[config.mk]
export PLATFORM = sky130hd
export DESIGN_NAME = ccu_capture_compare_pwm
export DESIGN_NICKNAME = d
export VERILOG_FILES = /design/src/ccu_pkg.sv /design/src/ccu_capture_compare_pwm.sv
export SDC_FILE = /design/constraint.sdc
export NUM_CORES = 1
export LEC_CHECK = 0
export BUFFER_PORTS_ARGS = -buffer_cell sky130_fd_sc_hd__buf_2
export CAP_MARGIN = 20
export CORE_MARGIN = 5
export CORE_UTILIZATION = 55
export DETAILED_ROUTE_END_ITERATION = 8
export PLACE_DENSITY = 0.8
export SLEW_MARGIN = 20
export SYNTH_ARGS = -nofsm -noshare
export SYNTH_HDL_FRONTEND = slang
export SYNTH_SLANG_ARGS = --single-unit
export TNS_END_PERCENT = 5
[constraint.sdc]
create_clock -name i_mclk -period 4.55 [get_ports i_mclk]
set_input_delay 0.91 -clock i_mclk [delete_from_list [all_inputs] [get_ports i_mclk]]
set_output_delay 0.91 -clock i_mclk [all_outputs]
set_load 0.005 [all_outputs]
[src/ccu_pkg.sv]
// constants for the capture/compare/pwm channel
// assumes one 8-bit register port and external first and period timers
package ccu_pkg;

    localparam int unsigned DATA_W = 8;
    localparam int unsigned ADDR_W = 3;
    localparam int unsigned T1_W = 16;
    localparam int unsigned PRE_W = 4;

    // register offsets
    localparam logic [2:0] OFS_CONTROL = 3'h0;
    localparam logic [2:0] OFS_CMP_LOW = 3'h1;
    localparam logic [2:0] OFS_CMP_HIGH = 3'h2;
    localparam logic [2:0] OFS_PERIOD = 3'h3;
    localparam logic [2:0] OFS_STATUS = 3'h4;

    // channel_control_reg fields
    localparam int unsigned MODE_LSB = 0;
    localparam int unsigned MODE_MSB = 3;
    localparam int unsigned DUTY_LO_LSB = 4;
    localparam int unsigned DUTY_LO_MSB = 5;

    // status fields; the event flag clears on a written one
    localparam int unsigned ST_FLAG = 0;
    localparam int unsigned ST_PIN = 1;

    // channel_mode_field codes
    localparam logic [3:0] MODE_OFF = 4'h0;
    localparam logic [3:0] MODE_CMP_TOGGLE = 4'h2;
    localparam logic [3:0] MODE_CAP_FALL = 4'h4;
    localparam logic [3:0] MODE_CAP_RISE = 4'h5;
    localparam logic [3:0] MODE_CAP_RISE4 = 4'h6;
    localparam logic [3:0] MODE_CAP_RISE16 = 4'h7;
    localparam logic [3:0] MODE_CMP_SET = 4'h8;
    localparam logic [3:0] MODE_CMP_CLEAR = 4'h9;
    localparam logic [3:0] MODE_CMP_FLAG = 4'hA;
    localparam logic [3:0] MODE_CMP_SPECIAL = 4'hB;
    localparam logic [1:0] MODE_PWM_TOP = 2'h3;

    // period timer prescale select codes
    localparam logic [1:0] PRESCALE_1 = 2'h0;
    localparam logic [1:0] PRESCALE_4 = 2'h1;

    // capture prescaler terminal counts
    localparam logic [3:0] PRE_LAST4 = 4'h3;
    localparam logic [3:0] PRE_LAST16 = 4'hF;

    // reset values
    localparam logic [7:0] RST_BYTE = 8'h00;
    localparam logic [15:0] RST_WORD = 16'h0000;
    localparam logic [3:0] RST_PRE = 4'h0;
    localparam logic [1:0] RST_PAIR = 2'h0;
    localparam logic [7:0] RST_PERIOD = 8'hFF;

endpackage : ccu_pkg

[src/ccu_capture_compare_pwm.sv]
// one capture/compare/pwm channel with its register port
// assumes the first timer and the period timer live outside and are
// synchronous to i_mclk; the channel pin input is synchronised here
`timescale 1ns/1ns
`default_nettype none

// Function
// RULE_01 - prescaler cleared when off or not capture
// RULE_02 - any reset clears the prescaler
// RULE_03 - capture prescale change keeps prescaler count
// RULE_04 - software turns channel off before prescale change
// RULE_05 - compare value checked against first timer
// RULE_06 - compare match drives pin and sets flag
// RULE_07 - mode 1010 only flags, pin released
// RULE_08 - mode 1011 resets timer, starts conversion
// RULE_09 - trigger at match, timer cleared next tick
// RULE_10 - special reset never sets overflow flag
// RULE_11 - vanished match cancels the timer reset
// RULE_12 - writing zero forces compare latch low
// RULE_13 - period end clears timer, sets pin, latches
// RULE_14 - period is (limit+1) times 4 times prescale
// RULE_15 - postscaler plays no part in period
// RULE_16 - ten bit duty, writable any time
// RULE_17 - duty double buffered at period end
// RULE_18 - high compare byte read only in pwm
// RULE_19 - time base adds two low bits
// RULE_20 - pin cleared when time base meets duty
// RULE_21 - duty beyond period leaves pin unchanged
// RULE_22 - resolution log2 of 4(limit+1) bits
// RULE_23 - period prescale ratios 1, 4, 16
// RULE_24 - capture copies timer count, sets flag
// RULE_25 - capture on fall, rise, fourth rise
// RULE_26 - timers arrive as inputs, not built here
module ccu_capture_compare_pwm
(
    input wire logic i_mclk,
    input wire logic i_reset_n,
    input wire logic [ccu_pkg::ADDR_W-1:0] i_addr,
    input wire logic [ccu_pkg::DATA_W-1:0] i_wdata,
    input wire logic i_wr,
    input wire logic i_rd,
    output logic [ccu_pkg::DATA_W-1:0] o_rdata,
    input wire logic i_pin,
    output logic o_pin,
    output logic o_pin_oe_n,
    input wire logic [ccu_pkg::T1_W-1:0] i_first_timer_count, // RULE_26
    input wire logic i_first_timer_tick,
    output logic o_first_timer_clear,
    output logic o_special_trigger,
    input wire logic i_adc_enable,
    output logic o_adc_start,
    input wire logic [7:0] i_period_timer_count,
    input wire logic i_period_timer_tick,
    input wire logic [1:0] i_period_prescale,
    input wire logic [1:0] i_osc_phase,
    input wire logic [ccu_pkg::PRE_W-1:0] i_period_pre_count,
    output logic o_period_timer_clear,
    output logic o_event_flag
);
    import ccu_pkg::*;

    logic [3:0] mode_q;
    logic [1:0] duty_lo_q;
    logic [7:0] cmp_low_q;
    logic [7:0] cmp_high_q;
    logic [7:0] period_limit_q;
    logic [1:0] duty_latch_q;
    logic [3:0] pre_q;
    logic pin_s1_q;
    logic pin_s2_q;
    logic pin_s3_q;
    logic match_q;
    logic flag_q;
    logic pin_q;
    logic oe_n_q;
    logic t1_clear_q;
    logic trig_q;
    logic adc_q;
    logic t2_clear_q;
    logic [7:0] rdata_q;

    // decode
    wire logic wr_ctrl = i_wr && (i_addr == OFS_CONTROL);
    wire logic wr_low = i_wr && (i_addr == OFS_CMP_LOW);
    wire logic wr_high = i_wr && (i_addr == OFS_CMP_HIGH);
    wire logic wr_period = i_wr && (i_addr == OFS_PERIOD);
    wire logic wr_status = i_wr && (i_addr == OFS_STATUS);
    wire logic [3:0] new_mode = i_wdata[MODE_MSB:MODE_LSB];
    wire logic ctrl_zero = wr_ctrl && (i_wdata == RST_BYTE);

    wire logic is_pwm = (mode_q[3:2] == MODE_PWM_TOP);
    wire logic is_cap = (mode_q[3:2] == 2'h1);
    wire logic is_cmp = (mode_q == MODE_CMP_TOGGLE) ||
                        (mode_q[3:2] == 2'h2);
    wire logic cmp_drives = (mode_q == MODE_CMP_TOGGLE) ||
                            (mode_q == MODE_CMP_SET) ||
                            (mode_q == MODE_CMP_CLEAR);
    wire logic is_special = (mode_q == MODE_CMP_SPECIAL);

    // capture path
    wire logic pin_rise = pin_s2_q && !pin_s3_q;
    wire logic pin_fall = !pin_s2_q && pin_s3_q;
    wire logic pre_counts = (mode_q == MODE_CAP_RISE4) ||
                            (mode_q == MODE_CAP_RISE16);
    wire logic cap_evt =
        ((mode_q == MODE_CAP_FALL) && pin_fall) ||
        ((mode_q == MODE_CAP_RISE) && pin_rise) ||
        ((mode_q == MODE_CAP_RISE4) && pin_rise &&
         (pre_q[1:0] == PRE_LAST4[1:0])) ||
        ((mode_q == MODE_CAP_RISE16) && pin_rise &&
         (pre_q == PRE_LAST16)); // RULE_25
    // only a capture mode keeps its count; a move between two capture
    // modes keeps it too, so a stray capture can follow
    wire logic [3:0] pre_d = !is_cap ? RST_PRE :
        (pre_counts && pin_rise) ? pre_q + 4'h1 : pre_q; // RULE_01 RULE_03

    // compare path
    wire logic [15:0] cmp_value = {cmp_high_q, cmp_low_q};
    wire logic match_w = (i_first_timer_count == cmp_value); // RULE_05
    wire logic cmp_evt = is_cmp && match_w && !match_q;

    // pwm path: ten bit time base from the period timer and two low bits
    wire logic [1:0] base_lo = (i_period_prescale == PRESCALE_1) ?
        i_osc_phase : (i_period_prescale == PRESCALE_4) ?
        i_period_pre_count[1:0] : i_period_pre_count[3:2]; // RULE_19 RULE_23
    wire logic [9:0] time_base = {i_period_timer_count, base_lo}; // RULE_22
    wire logic [9:0] duty_buf = {cmp_high_q, duty_latch_q};
    wire logic [9:0] duty_new = {cmp_low_q, duty_lo_q}; // RULE_16
    // the period end is the increment after the count equals the limit;
    // the outside prescaler alone sets the tick rate, no postscaler
    wire logic period_end = is_pwm && i_period_timer_tick &&
        (i_period_timer_count == period_limit_q); // RULE_13 RULE_14 RULE_15
    // a duty above the period never meets the time base, so the pin
    // simply stays high
    // at 1:1 the time base steps every clock, so matching one step early
    // lines the registered clear up with the match; the prescaled ratios
    // step slower and there the clear lands one clock after the match
    wire logic [9:0] base_next = (i_period_prescale == PRESCALE_1) ?
        time_base + 10'h001 : time_base;
    wire logic duty_hit = is_pwm && (base_next == duty_buf); // RULE_20 RULE_21

    // pin latch next value
    logic pin_d;
    always_comb
    begin
        pin_d = pin_q;
        if (ctrl_zero)
            pin_d = 1'b0; // RULE_12
        else if (period_end)
            pin_d = (duty_new != 10'h000); // RULE_13
        else if (duty_hit)
            pin_d = 1'b0; // RULE_20
        else if (cmp_evt && (mode_q == MODE_CMP_TOGGLE))
            pin_d = !pin_q; // RULE_06
        else if (cmp_evt && (mode_q == MODE_CMP_SET))
            pin_d = 1'b1; // RULE_06
        else if (cmp_evt && (mode_q == MODE_CMP_CLEAR))
            pin_d = 1'b0; // RULE_06
    end

    // high compare byte: captures, pwm duty latch, or software
    logic [7:0] high_d;
    logic [7:0] low_d;
    always_comb
    begin
        high_d = cmp_high_q;
        low_d = cmp_low_q;
        if (cap_evt)
        begin
            high_d = i_first_timer_count[15:8]; // RULE_24
            low_d = i_first_timer_count[7:0]; // RULE_24
        end
        else
        begin
            if (period_end)
                high_d = cmp_low_q; // RULE_17
            else if (wr_high && !is_pwm)
                high_d = i_wdata; // RULE_18
            if (wr_low)
                low_d = i_wdata; // RULE_16
        end
    end

    // event flag: hardware set wins over a software clear
    wire logic flag_set = cap_evt || cmp_evt; // RULE_06 RULE_24
    wire logic flag_d = flag_set ||
        (flag_q && !(wr_status && i_wdata[ST_FLAG]));

    wire logic [7:0] rd_mux =
        (i_addr == OFS_CONTROL) ? {2'h0, duty_lo_q, mode_q} :
        (i_addr == OFS_CMP_LOW) ? cmp_low_q :
        (i_addr == OFS_CMP_HIGH) ? cmp_high_q :
        (i_addr == OFS_PERIOD) ? period_limit_q :
        (i_addr == OFS_STATUS) ? {6'h00, pin_q, flag_q} : RST_BYTE;

    always_ff @(posedge i_mclk or negedge i_reset_n)
    begin
        if (!i_reset_n)
        begin
            mode_q <= MODE_OFF;
            duty_lo_q <= RST_PAIR;
            period_limit_q <= RST_PERIOD;
        end
        else
        begin
            if (wr_ctrl)
            begin
                mode_q <= new_mode;
                duty_lo_q <= i_wdata[DUTY_LO_MSB:DUTY_LO_LSB]; // RULE_16
            end
            if (wr_period)
                period_limit_q <= i_wdata;
        end
    end

    always_ff @(posedge i_mclk or negedge i_reset_n)
    begin
        if (!i_reset_n)
        begin
            cmp_low_q <= RST_BYTE;
            cmp_high_q <= RST_BYTE;
            duty_latch_q <= RST_PAIR;
            pre_q <= RST_PRE; // RULE_02
        end
        else
        begin
            cmp_low_q <= low_d;
            cmp_high_q <= high_d;
            if (period_end)
                duty_latch_q <= duty_lo_q; // RULE_17
            pre_q <= pre_d;
        end
    end

    always_ff @(posedge i_mclk or negedge i_reset_n)
    begin
        if (!i_reset_n)
        begin
            pin_s1_q <= 1'b0;
            pin_s2_q <= 1'b0;
            pin_s3_q <= 1'b0;
            match_q <= 1'b0;
            flag_q <= 1'b0;
        end
        else
        begin
            pin_s1_q <= i_pin;
            pin_s2_q <= pin_s1_q;
            pin_s3_q <= pin_s2_q;
            match_q <= match_w;
            flag_q <= flag_d;
        end
    end

    // the timer clear is a level the outside timer samples on its own
    // tick; it follows the live match so a rewritten value cancels it
    always_ff @(posedge i_mclk or negedge i_reset_n)
    begin
        if (!i_reset_n)
        begin
            pin_q <= 1'b0;
            oe_n_q <= 1'b1;
            t1_clear_q <= 1'b0;
            trig_q <= 1'b0;
            adc_q <= 1'b0;
            t2_clear_q <= 1'b0;
            rdata_q <= RST_BYTE;
        end
        else
        begin
            pin_q <= pin_d;
            oe_n_q <= !(cmp_drives || is_pwm); // RULE_07 RULE_08
            t1_clear_q <= is_special && match_w; // RULE_09 RULE_11
            trig_q <= cmp_evt && is_special; // RULE_08 RULE_09
            adc_q <= cmp_evt && is_special && i_adc_enable; // RULE_08
            t2_clear_q <= period_end; // RULE_13
            rdata_q <= i_rd ? rd_mux : RST_BYTE;
        end
    end

    assign o_rdata = rdata_q;
    assign o_pin = pin_q;
    assign o_pin_oe_n = oe_n_q;
    // separate from any overflow flag: the timer must not flag this clear
    assign o_first_timer_clear = t1_clear_q; // RULE_10
    assign o_special_trigger = trig_q;
    assign o_adc_start = adc_q;
    assign o_period_timer_clear = t2_clear_q;
    assign o_event_flag = flag_q;
endmodule : ccu_capture_compare_pwm
`default_nettype wire

# ---- Yosys cells after proc, flatten, opt, wreduce, memory -nomap -nowiden
# Index checks and enable logic that the tools add are counted.
dict set report word_totals {
  register_bits 55
  output_inout_bits 15
  latch_bits 0
  ram_bits 0
  mem_count 0
  romBits 0
}
dict set report op_classes {
  muxes 22
  shift 0
  div 0
  mul 0
  add_sub_neg 2
  order_cmp 0
  eq_ne 22
  bitwise 0
  n_reduce_logical 53
}
# operator count
set ops {}
lappend ops {{8-bit 2-to-1 mux} 10}
lappend ops {{1-bit logical AND} 29}
lappend ops {{16-bit equality test} 1}
lappend ops {{4-bit by 3-bit equality test with 1-bit output (second input constant)} 4}
lappend ops {{4-bit equality test (second input constant)} 4}
lappend ops {{10-bit by 1-bit adder with 10-bit output (second input constant)} 1}
lappend ops {{10-bit equality test} 1}
lappend ops {{1-bit logical OR} 10}
lappend ops {{10-bit 2-to-1 mux} 1}
lappend ops {{10-bit nonzero test} 1}
lappend ops {{8-bit equality test} 1}
lappend ops {{8-bit logical NOT} 1}
lappend ops {{4-bit 2-to-1 mux} 2}
lappend ops {{1-bit logical NOT} 7}
lappend ops {{2-bit equality test (second input constant)} 3}
lappend ops {{3-bit by 2-bit equality test with 1-bit output (second input constant)} 2}
lappend ops {{1-bit 2-to-1 mux} 6}
lappend ops {{2-bit 2-to-1 mux} 3}
lappend ops {{6-bit nonzero test} 1}
lappend ops {{4-bit by 1-bit adder with 4-bit output (second input constant)} 1}
lappend ops {{2-bit by 1-bit equality test with 1-bit output (second input constant)} 2}
lappend ops {{4-bit by 2-bit equality test with 1-bit output (second input constant)} 1}
lappend ops {{3-bit by 1-bit equality test with 1-bit output (second input constant)} 1}
lappend ops {{3-bit equality test (second input constant)} 1}
lappend ops {{5 further kinds} 5}

# ---- Longest topological paths before layout
# Gate-level depths: netlist of the first run.
dict set report depth {
  ltp_word 11
  ltp_mapped 10
  mapped_depth_nobuf 10
}

# ---- Least setup slack after synthesis of the first run
# Ideal clock, no wire load.
dict set report synth_path {
  path_type {in2reg}
  start {input port i_period_prescale[0]}
  end {register pin_q, in the netlist o_pin}
  path_stages 10
  t_arrival_ps 2450
  required_time_ps 4412
  setup_slack_ps 1962
  setup_time_ps 138
  cell_sequence {and2b_1 > a21oi_1 > o21ai_0 > ha_1 > nor3b_1 > and2_1 > nor4bb_1 > a211oi_1 > nor3_1 > a31oi_1}
}
dict set report synth_between {
  elab_chain_len 10
}
# element line
set synth_lines {}
lappend synth_lines {{from (decl)} ccu_capture_compare_pwm.sv:54} ;# input wire logic [1:0] i_period_prescale,
lappend synth_lines {{2-bit by 1-bit equality test with 1-bit output} ccu_capture_compare_pwm.sv:124} ;# i_osc_phase : (i_period_prescale == PRESCALE_4) ?
lappend synth_lines {{2-bit 2-to-1 mux} ccu_capture_compare_pwm.sv:124}
lappend synth_lines {{2-bit 2-to-1 mux} ccu_capture_compare_pwm.sv:123} ;# wire logic [1:0] base_lo = (i_period_prescale == PRESCALE_1) ?
lappend synth_lines {{10-bit by 1-bit adder with 10-bit output} ccu_capture_compare_pwm.sv:139} ;# time_base + 10'h001 : time_base;
lappend synth_lines {{10-bit 2-to-1 mux (*)} ccu_capture_compare_pwm.sv:138} ;# wire logic [9:0] base_next = (i_period_prescale == PRESCALE_1) ?
lappend synth_lines {{10-bit equality test (*)} ccu_capture_compare_pwm.sv:140} ;# wire logic duty_hit = is_pwm && (base_next == duty_buf);
lappend synth_lines {{1-bit logical AND (*)} ccu_capture_compare_pwm.sv:140}
lappend synth_lines {{1-bit 2-to-1 mux} ccu_capture_compare_pwm.sv:151} ;# else if (duty_hit)
lappend synth_lines {{1-bit 2-to-1 mux} ccu_capture_compare_pwm.sv:149} ;# else if (period_end)
lappend synth_lines {{1-bit 2-to-1 mux} ccu_capture_compare_pwm.sv:147} ;# if (ctrl_zero)
lappend synth_lines {{to (signal assigned)} ccu_capture_compare_pwm.sv:271} ;# pin_q <= pin_d;
lappend synth_lines {{to (decl)} ccu_capture_compare_pwm.sv:74} ;# logic pin_q;
# Every way passes the cells marked *; elsewhere a longest branch is shown, timed or not.
# A chain may end at the register's enable or synchronous reset.

# ---- Final worst setup path of the first run
# Ends and elaborated chain as after synthesis.

==> flow_summary.ini, run 1 <==
[clock_network]
cts.repair.resized = 0
post_cts_buffers = 0
cts_tree = built
cts_sinks = 55
cts_max_level = 2
cts_root_buf = clkbuf_8
cts.clk_slew.worst_paths_ns = 0.10
cts_hold_buffers = 0
clockBufferDepth = 2
clkLatencyLatePin_ns = 0.31
cts_made_buffers = 5

[setup_path]
r2r_slack_ns = 2.41
timing.rr.end = cmp_high_q[4]$_DFFE_PN0P_
r2r.worst_path.cells = 5
worst_ep_arrival_time_ns = 2.90
setup.worst_path.end_class = flop
reg2reg_from = period_limit_q[7]$_DFFE_PN1P_
critPathLaunchType = primary input
crit_fanout = 8
critPathKind = in2reg
critPathRequiredTime_ns = 4.73

[sta]
clock_skew_ns = 0.01201
fmax_mhz = 368.2
setup_violations = 0
hold-worst-slack_ns = 0.3557
timing.final.crit_period_ns = 2.716
tns_ns = 0
relSlewSlack = 0.5234
rsz0062_at_grt = false
final-hold-violation-count = 0
postLayoutSetupSlackWorst_ns = 1.834
tightest_slew_ns = 0.7126
report.final.slew_viol_count = 0
min_period_over_period = 0.5969

[layout]
drive_gt1_frac = 0.2944
syn2layout_area_growth_pct = 12.93
final_cell_mix = buf_2, dfrtp_1, xnor2_1
final_common_cell = buf_2
layout.nets = 429
n_antenna_cell = 0

[floorplan]
die-area_sq_um = 7710
num_io_pins = 66
die_w_um = 87.81
core_region_area_sq_um = 5921
die_h_um = 87.81
std_cell_rows = 28
initial_core_util = 0.5623

[route]
wl_per_cell_um = 17.26
drt-total-wl_um = 7803
vias_per_cell = 5.938
drc = 0
vias = 2684
antenna_left = 0
drt-initial-drc-count = 213
drt_first_pass_iters = 4

[logic_synthesis]
muxShareOfSynthArea = 0.1142
synth-simple-area-share = 0.1856
avgSynthCellArea_sq_um = 10.34
syn_area_sq_um = 3329
synth_xor_area_frac = 0.1026
synth-compound-area-share = 0.1383
syn_nets = 375
synth_top_area_share = 0.3457
synth_top_cell_by_area = dfrtp_1
synthTopCellsByArea = dfrtp_1, xnor2_1, dfstp_2
async_reset_ff_frac = 1.000
synth-adder-area-share = 0.007516
synth_ff_type = dfrtp_1
ys_ff_latch = 55
yosysWarnings = 0
synth_top_family_by_area = simple AND/OR/NAND/NOR gates
syn_inst = 322
synth-edff-count = 0
yosys.cell_types.count = 59
synth-seq-area-share = 0.4168

[global_route]
first_global_vias = 2738
grt_pass1_wl_um = 13280
track_usage = 0.2237
grt_max_degree = 56
grt_antenna_before_repair = 0
overflow = 0

[run_status]
status = finished, final reports clean

[power]
power.density_nw_per_um2 = 417.3
p_leak_uw = 0.001626
finalPower_uw = 1569
worst_ir_drop_vdd_mv = 0.2465

[placement]
dp_worst_setup_slack_ns = 1.501
io_buffers = 64
hpwl_um = 5985
gp_congestion = 0.8566

[hold_path]
hold_class = reg2reg
whs_path_depth = 0
worstHoldStart = pin_s1_q$_DFF_PN0_
hold_end = pin_s2_q$_DFF_PN0_

[flow_run]
cap_violations = 0
Yosys cell counts, types with 3 or more instances:
library cell	instances
nor3_1	6
a211oi_1	5
o21ai_0	19
dfstp_2	9
nand3_1	5
a21oi_1	6
nor2_1	25
nand2b_1	8
nor3b_1	4
nand2_1	18
xnor2_1	29
buf_2	6
a221o_1	8
clkbuf_1	8
nor4_1	3
nand4_1	8
mux2i_1	14
mux2_2	16
inv_1	5
xor2_1	10
nor2b_1	7
a22oi_1	9
dfrtp_1	46
area by class of cell:
type / count / area [sq um]
sequential: 55 / 1388
fill: 495 / 2161
clock buffer: 7 / 76.32
multi-input combinational: 244 / 1826
tap: 75 / 93.84
timing repair buffer: 65 / 327.8
inverter: 5 / 18.77
clock inverter: 1 / 30.03
how the worst max path moves through the flow:
stage                         start                 to  slack [ns]  cells after the start
2_1_floorplan  i_period_prescale[0]  o_pin$_DFFE_PN0P_        1.96                     10
3_5_place_dp   i_period_prescale[0]  o_pin$_DFFE_PN0P_        1.50                     11
3_3_place_gp   i_period_prescale[0]  o_pin$_DFFE_PN0P_        1.58                     11
6_report       i_period_prescale[0]  o_pin$_DFFE_PN0P_        1.83                     11
5_1_grt        i_period_prescale[0]  o_pin$_DFFE_PN0P_        1.52                     11
4_1_cts        i_period_prescale[0]  o_pin$_DFFE_PN0P_        1.84                     11
report_power, final:
part	switching (uW)	internal, uW
Sequential	168	610
Combinational	216	254
Clock	155	165
per-stage QoR:
| stage | instance area (sq um) | utilization | std cells |
|---|---|---|---|
| finish | 3760 | 0.6350 | 452 |
| CTS | 3760 | 0.6350 | 452 |
| detailed placement | 3654 | 0.6171 | 444 |
| global route | 3760 | 0.6350 | 452 |
| global placement | 3654 | 0.6171 | 444 |
| floorplan | 3329 | - | 322 |
kinds of logic (layout without fill, tap and decap cells):
group / count (synthesis) / in the layout
mux: 33 / 33
buf+inv: 23 / 78
fa+ha+maj: 2 / 2
flops: 55 / 55
simple gates: 106 / 106
xor+xnor: 39 / 39
compound gates: 64 / 64
routing by layer:
layer | wire length (um) | GRT usage | share of wire | vias up
met5 | 0 | 0 | 0 | -
met4 | 115 | 0.07531 | 0.015 | 0
met3 | 541 | 0.03198 | 0.069 | 12
met2 | 3711 | 0.3582 | 0.48 | 93
met1 | 3435 | 0.3125 | 0.44 | 1303
li1 | - | - | - | 1276
sequential cells by signal, indices dropped and copies added (netlist names), 2 cells and up:
| signal | cells |
|---|---|
| cmp_low_q | 8 |
| mode_q | 4 |
| period_limit_q | 8 |
| pre_q | 4 |
| duty_latch_q | 2 |
| o_rdata | 8 |
| duty_lo_q | 2 |
| cmp_high_q | 8 |
critical path, stage by stage:
cell and delay [ns]:
buf_2 0.14, and2b_1 0.22, a21oi_1 0.04, o21ai_0 0.16, ha_1 0.16, nor3b_1 0.34
and2_1 0.24, nor4bb_1 0.31, a211oi_1 0.09, nor3_1 0.18, a31oi_1 0.11
Power figures use the tool's default switching activity.
==> run 2: changes to the inputs <==
==> constraint.sdc (replaced) <==
create_clock -name i_mclk -period 2.6 [get_ports i_mclk]
set_input_delay 0.52 -clock i_mclk [delete_from_list [all_inputs] [get_ports i_mclk]]
set_output_delay 0.52 -clock i_mclk [all_outputs]
set_load 0.005 [all_outputs]
==> run 2 against run 1 <==
Total power grew 78%. Design area grew 1.8%. Register-to-register slack worse by 1.7 ns. Setup slack got worse by 1.6 ns. Combinational power up 80%. Non-clock buffer count rose by 6. Via count rose by 2.9%. Sequential share of layout area fell by 0.66 points. Sequential cell count did not move. Critical path depth unchanged. First-iteration DRC count grew 9.9%. Cell count is 1.3% higher. Critical path type unchanged.
==> flow_summary.ini, run 2 (synthesis gave the netlist of run 1 again) <==
[run_status]
status = finished, final reports clean

[floorplan]
num_io_pins = 66
die-area_sq_um = 7710
die_w_um = 87.81
die_h_um = 87.81
initial_core_util = 0.5623
core_region_area_sq_um = 5921
std_cell_rows = 28

[setup_path]
crit_fanout = 8
critPathRequiredTime_ns = 2.77
worst_ep_arrival_time_ns = 2.51
reg2reg_from = cmp_high_q[4]$_DFFE_PN0P_
critPathLaunchType = primary input
crit_start = i_period_prescale[0]
critPathKind = in2reg
setup.worst_path.end_class = flop

[sta]
rsz0062_at_grt = false
postLayoutSetupSlackWorst_ns = 0.2653
clock_skew_ns = 0.004552
fmax_mhz = 428.3
tns_ns = 0
report.final.slew_viol_count = 0
relSlewSlack = 0.6176
tightest_slew_ns = 0.5729
min_period_over_period = 0.8979
timing.final.crit_period_ns = 2.335
setup_violations = 0
final-hold-violation-count = 0

[power]
power.density_nw_per_um2 = 729.2
p_seq_frac = 0.488
p_leak_uw = 0.001670
power.share.clock = 0.209
switchingPower_uw = 957.7
swShare = 0.3430
worst_ir_drop_vdd_mv = 0.4470
p_int_uw = 1834
p_comb_frac = 0.303

[clock_network]
cts_made_buffers = 5
clockBufferDepth = 2
cts_tree = built
cts_sinks = 55
post_cts_buffers = 0
cts_max_level = 2
cts_hold_buffers = 0
cts_root_buf = clkbuf_8
clkLatencyLatePin_ns = 0.31
cts.repair.resized = 0
cts.clk_slew.worst_paths_ns = 0.09

[placement]
dp_worst_setup_slack_ns = 0.05248
dp.cells = 450
hpwl_um = 6217
io_buffers = 64
gp_congestion = 0.8552

[layout]
fillers = 483
drive_gt1_frac = 0.3107
fin_cells = 458
multi_input_area_sq_um = 1826
regArea_sq_um = 1388
n_antenna_cell = 0
syn2layout_area_growth_pct = 14.99
final_common_cell = buf_2
layout.nets = 435
final_cell_mix = buf_2, dfrtp_1, xnor2_1

[flow_run]
cap_violations = 0

[global_route]
grt_max_degree = 56
overflow = 0
grt_util_met1 = 0.3080
track_usage = 0.2252
grt_busiest_layer = met2
grt_antenna_before_repair = 0
met3_usage = 0.03387
use_met2 = 0.3753
first_global_vias = 2693
grt_pass1_wl_um = 13300

[route]
vias = 2761
wl_per_cell_um = 17.75
drt-total-wl_um = 8128
drt-initial-drc-count = 234
drt_first_pass_iters = 4
vias_per_cell = 6.028
drc = 0
antenna_left = 0

[hold_path]
hold_class = in2async
[run 2: cell count changes in the layout (fill, tap and decap cells not counted), sizes merged]
| cell | previous run | this run |
|---|---|---|
| clkinv | 0 | 1 |
| clkbuf | 7 | 6 |
| buf | 65 | 71 |
[run 2: path summary, 6_finish.rpt]
check,slack (ns),cells past startpoint,end
max in group asynchronous,2.12,2,period_limit_q[1]$_DFFE_PN1P_
setup reg to reg,0.68,6,o_pin$_DFFE_PN0P_
setup / recovery,0.27,11,o_pin$_DFFE_PN0P_
hold / removal,0.19,2,o_rdata[7]$_DFF_PN0_
min in group i_mclk,0.31,1,pin_s1_q$_DFF_PN0_
hold reg to reg,0.36,0,pin_s2_q$_DFF_PN0_
[run 2: metrics by stage]
step / cell area [sq um] / hold slack, ns / power [uW] / util
after floorplan: 3329 / 0.2244 / 1914 / -
after CTS: 3829 / 0.1961 / 2797 / 0.6467
after global routing: 3829 / 0.2131 / 2961 / 0.6467
after global placement: 3711 / 0.3328 / 2171 / 0.6268
final: 3829 / 0.1901 / 2792 / 0.6467
after detailed placement: 3711 / 0.3394 / 2210 / 0.6268
[run 2: per-layer routing]
| layer | vias to the layer above | share of wire | routed length, um |
|---|---|---|---|
| met5 | - | 0 | 0 |
| met4 | 0 | 0.013 | 103 |
| met3 | 10 | 0.081 | 662 |
| met2 | 110 | 0.48 | 3939 |
| met1 | 1350 | 0.42 | 3422 |
| li1 | 1291 | - | - |
[run 2: power groups by stage]
stage               clock, uW  combinational, uW  sequential, uW
floorplan                   0                669            1250
global placement            0                815            1360
detailed placement          0                841            1370
CTS                       598                847            1350
global route              633                937            1390
finish                    585                845            1360
[run 2: cell type report]
| type | count | area share |
|---|---|---|
| sequential | 55 | 0.3624 |
| tap | 75 | 0.02451 |
| clock buffer | 6 | 0.02157 |
| multi-input combinational | 244 | 0.4768 |
| timing repair buffer | 71 | 0.1007 |
| clock inverter | 2 | 0.009150 |
| inverter | 5 | 0.004902 |
[run 2: worst max-delay path, stage by stage]
cell      delay (ns)
buf_2           0.14
and2b_1         0.22
a21oi_1         0.04
o21ai_0         0.17
ha_1            0.17
nor3b_1         0.23
and2_1          0.23
nor4bb_1        0.36
a211oi_1        0.12
nor3_1          0.20
a31oi_1         0.10
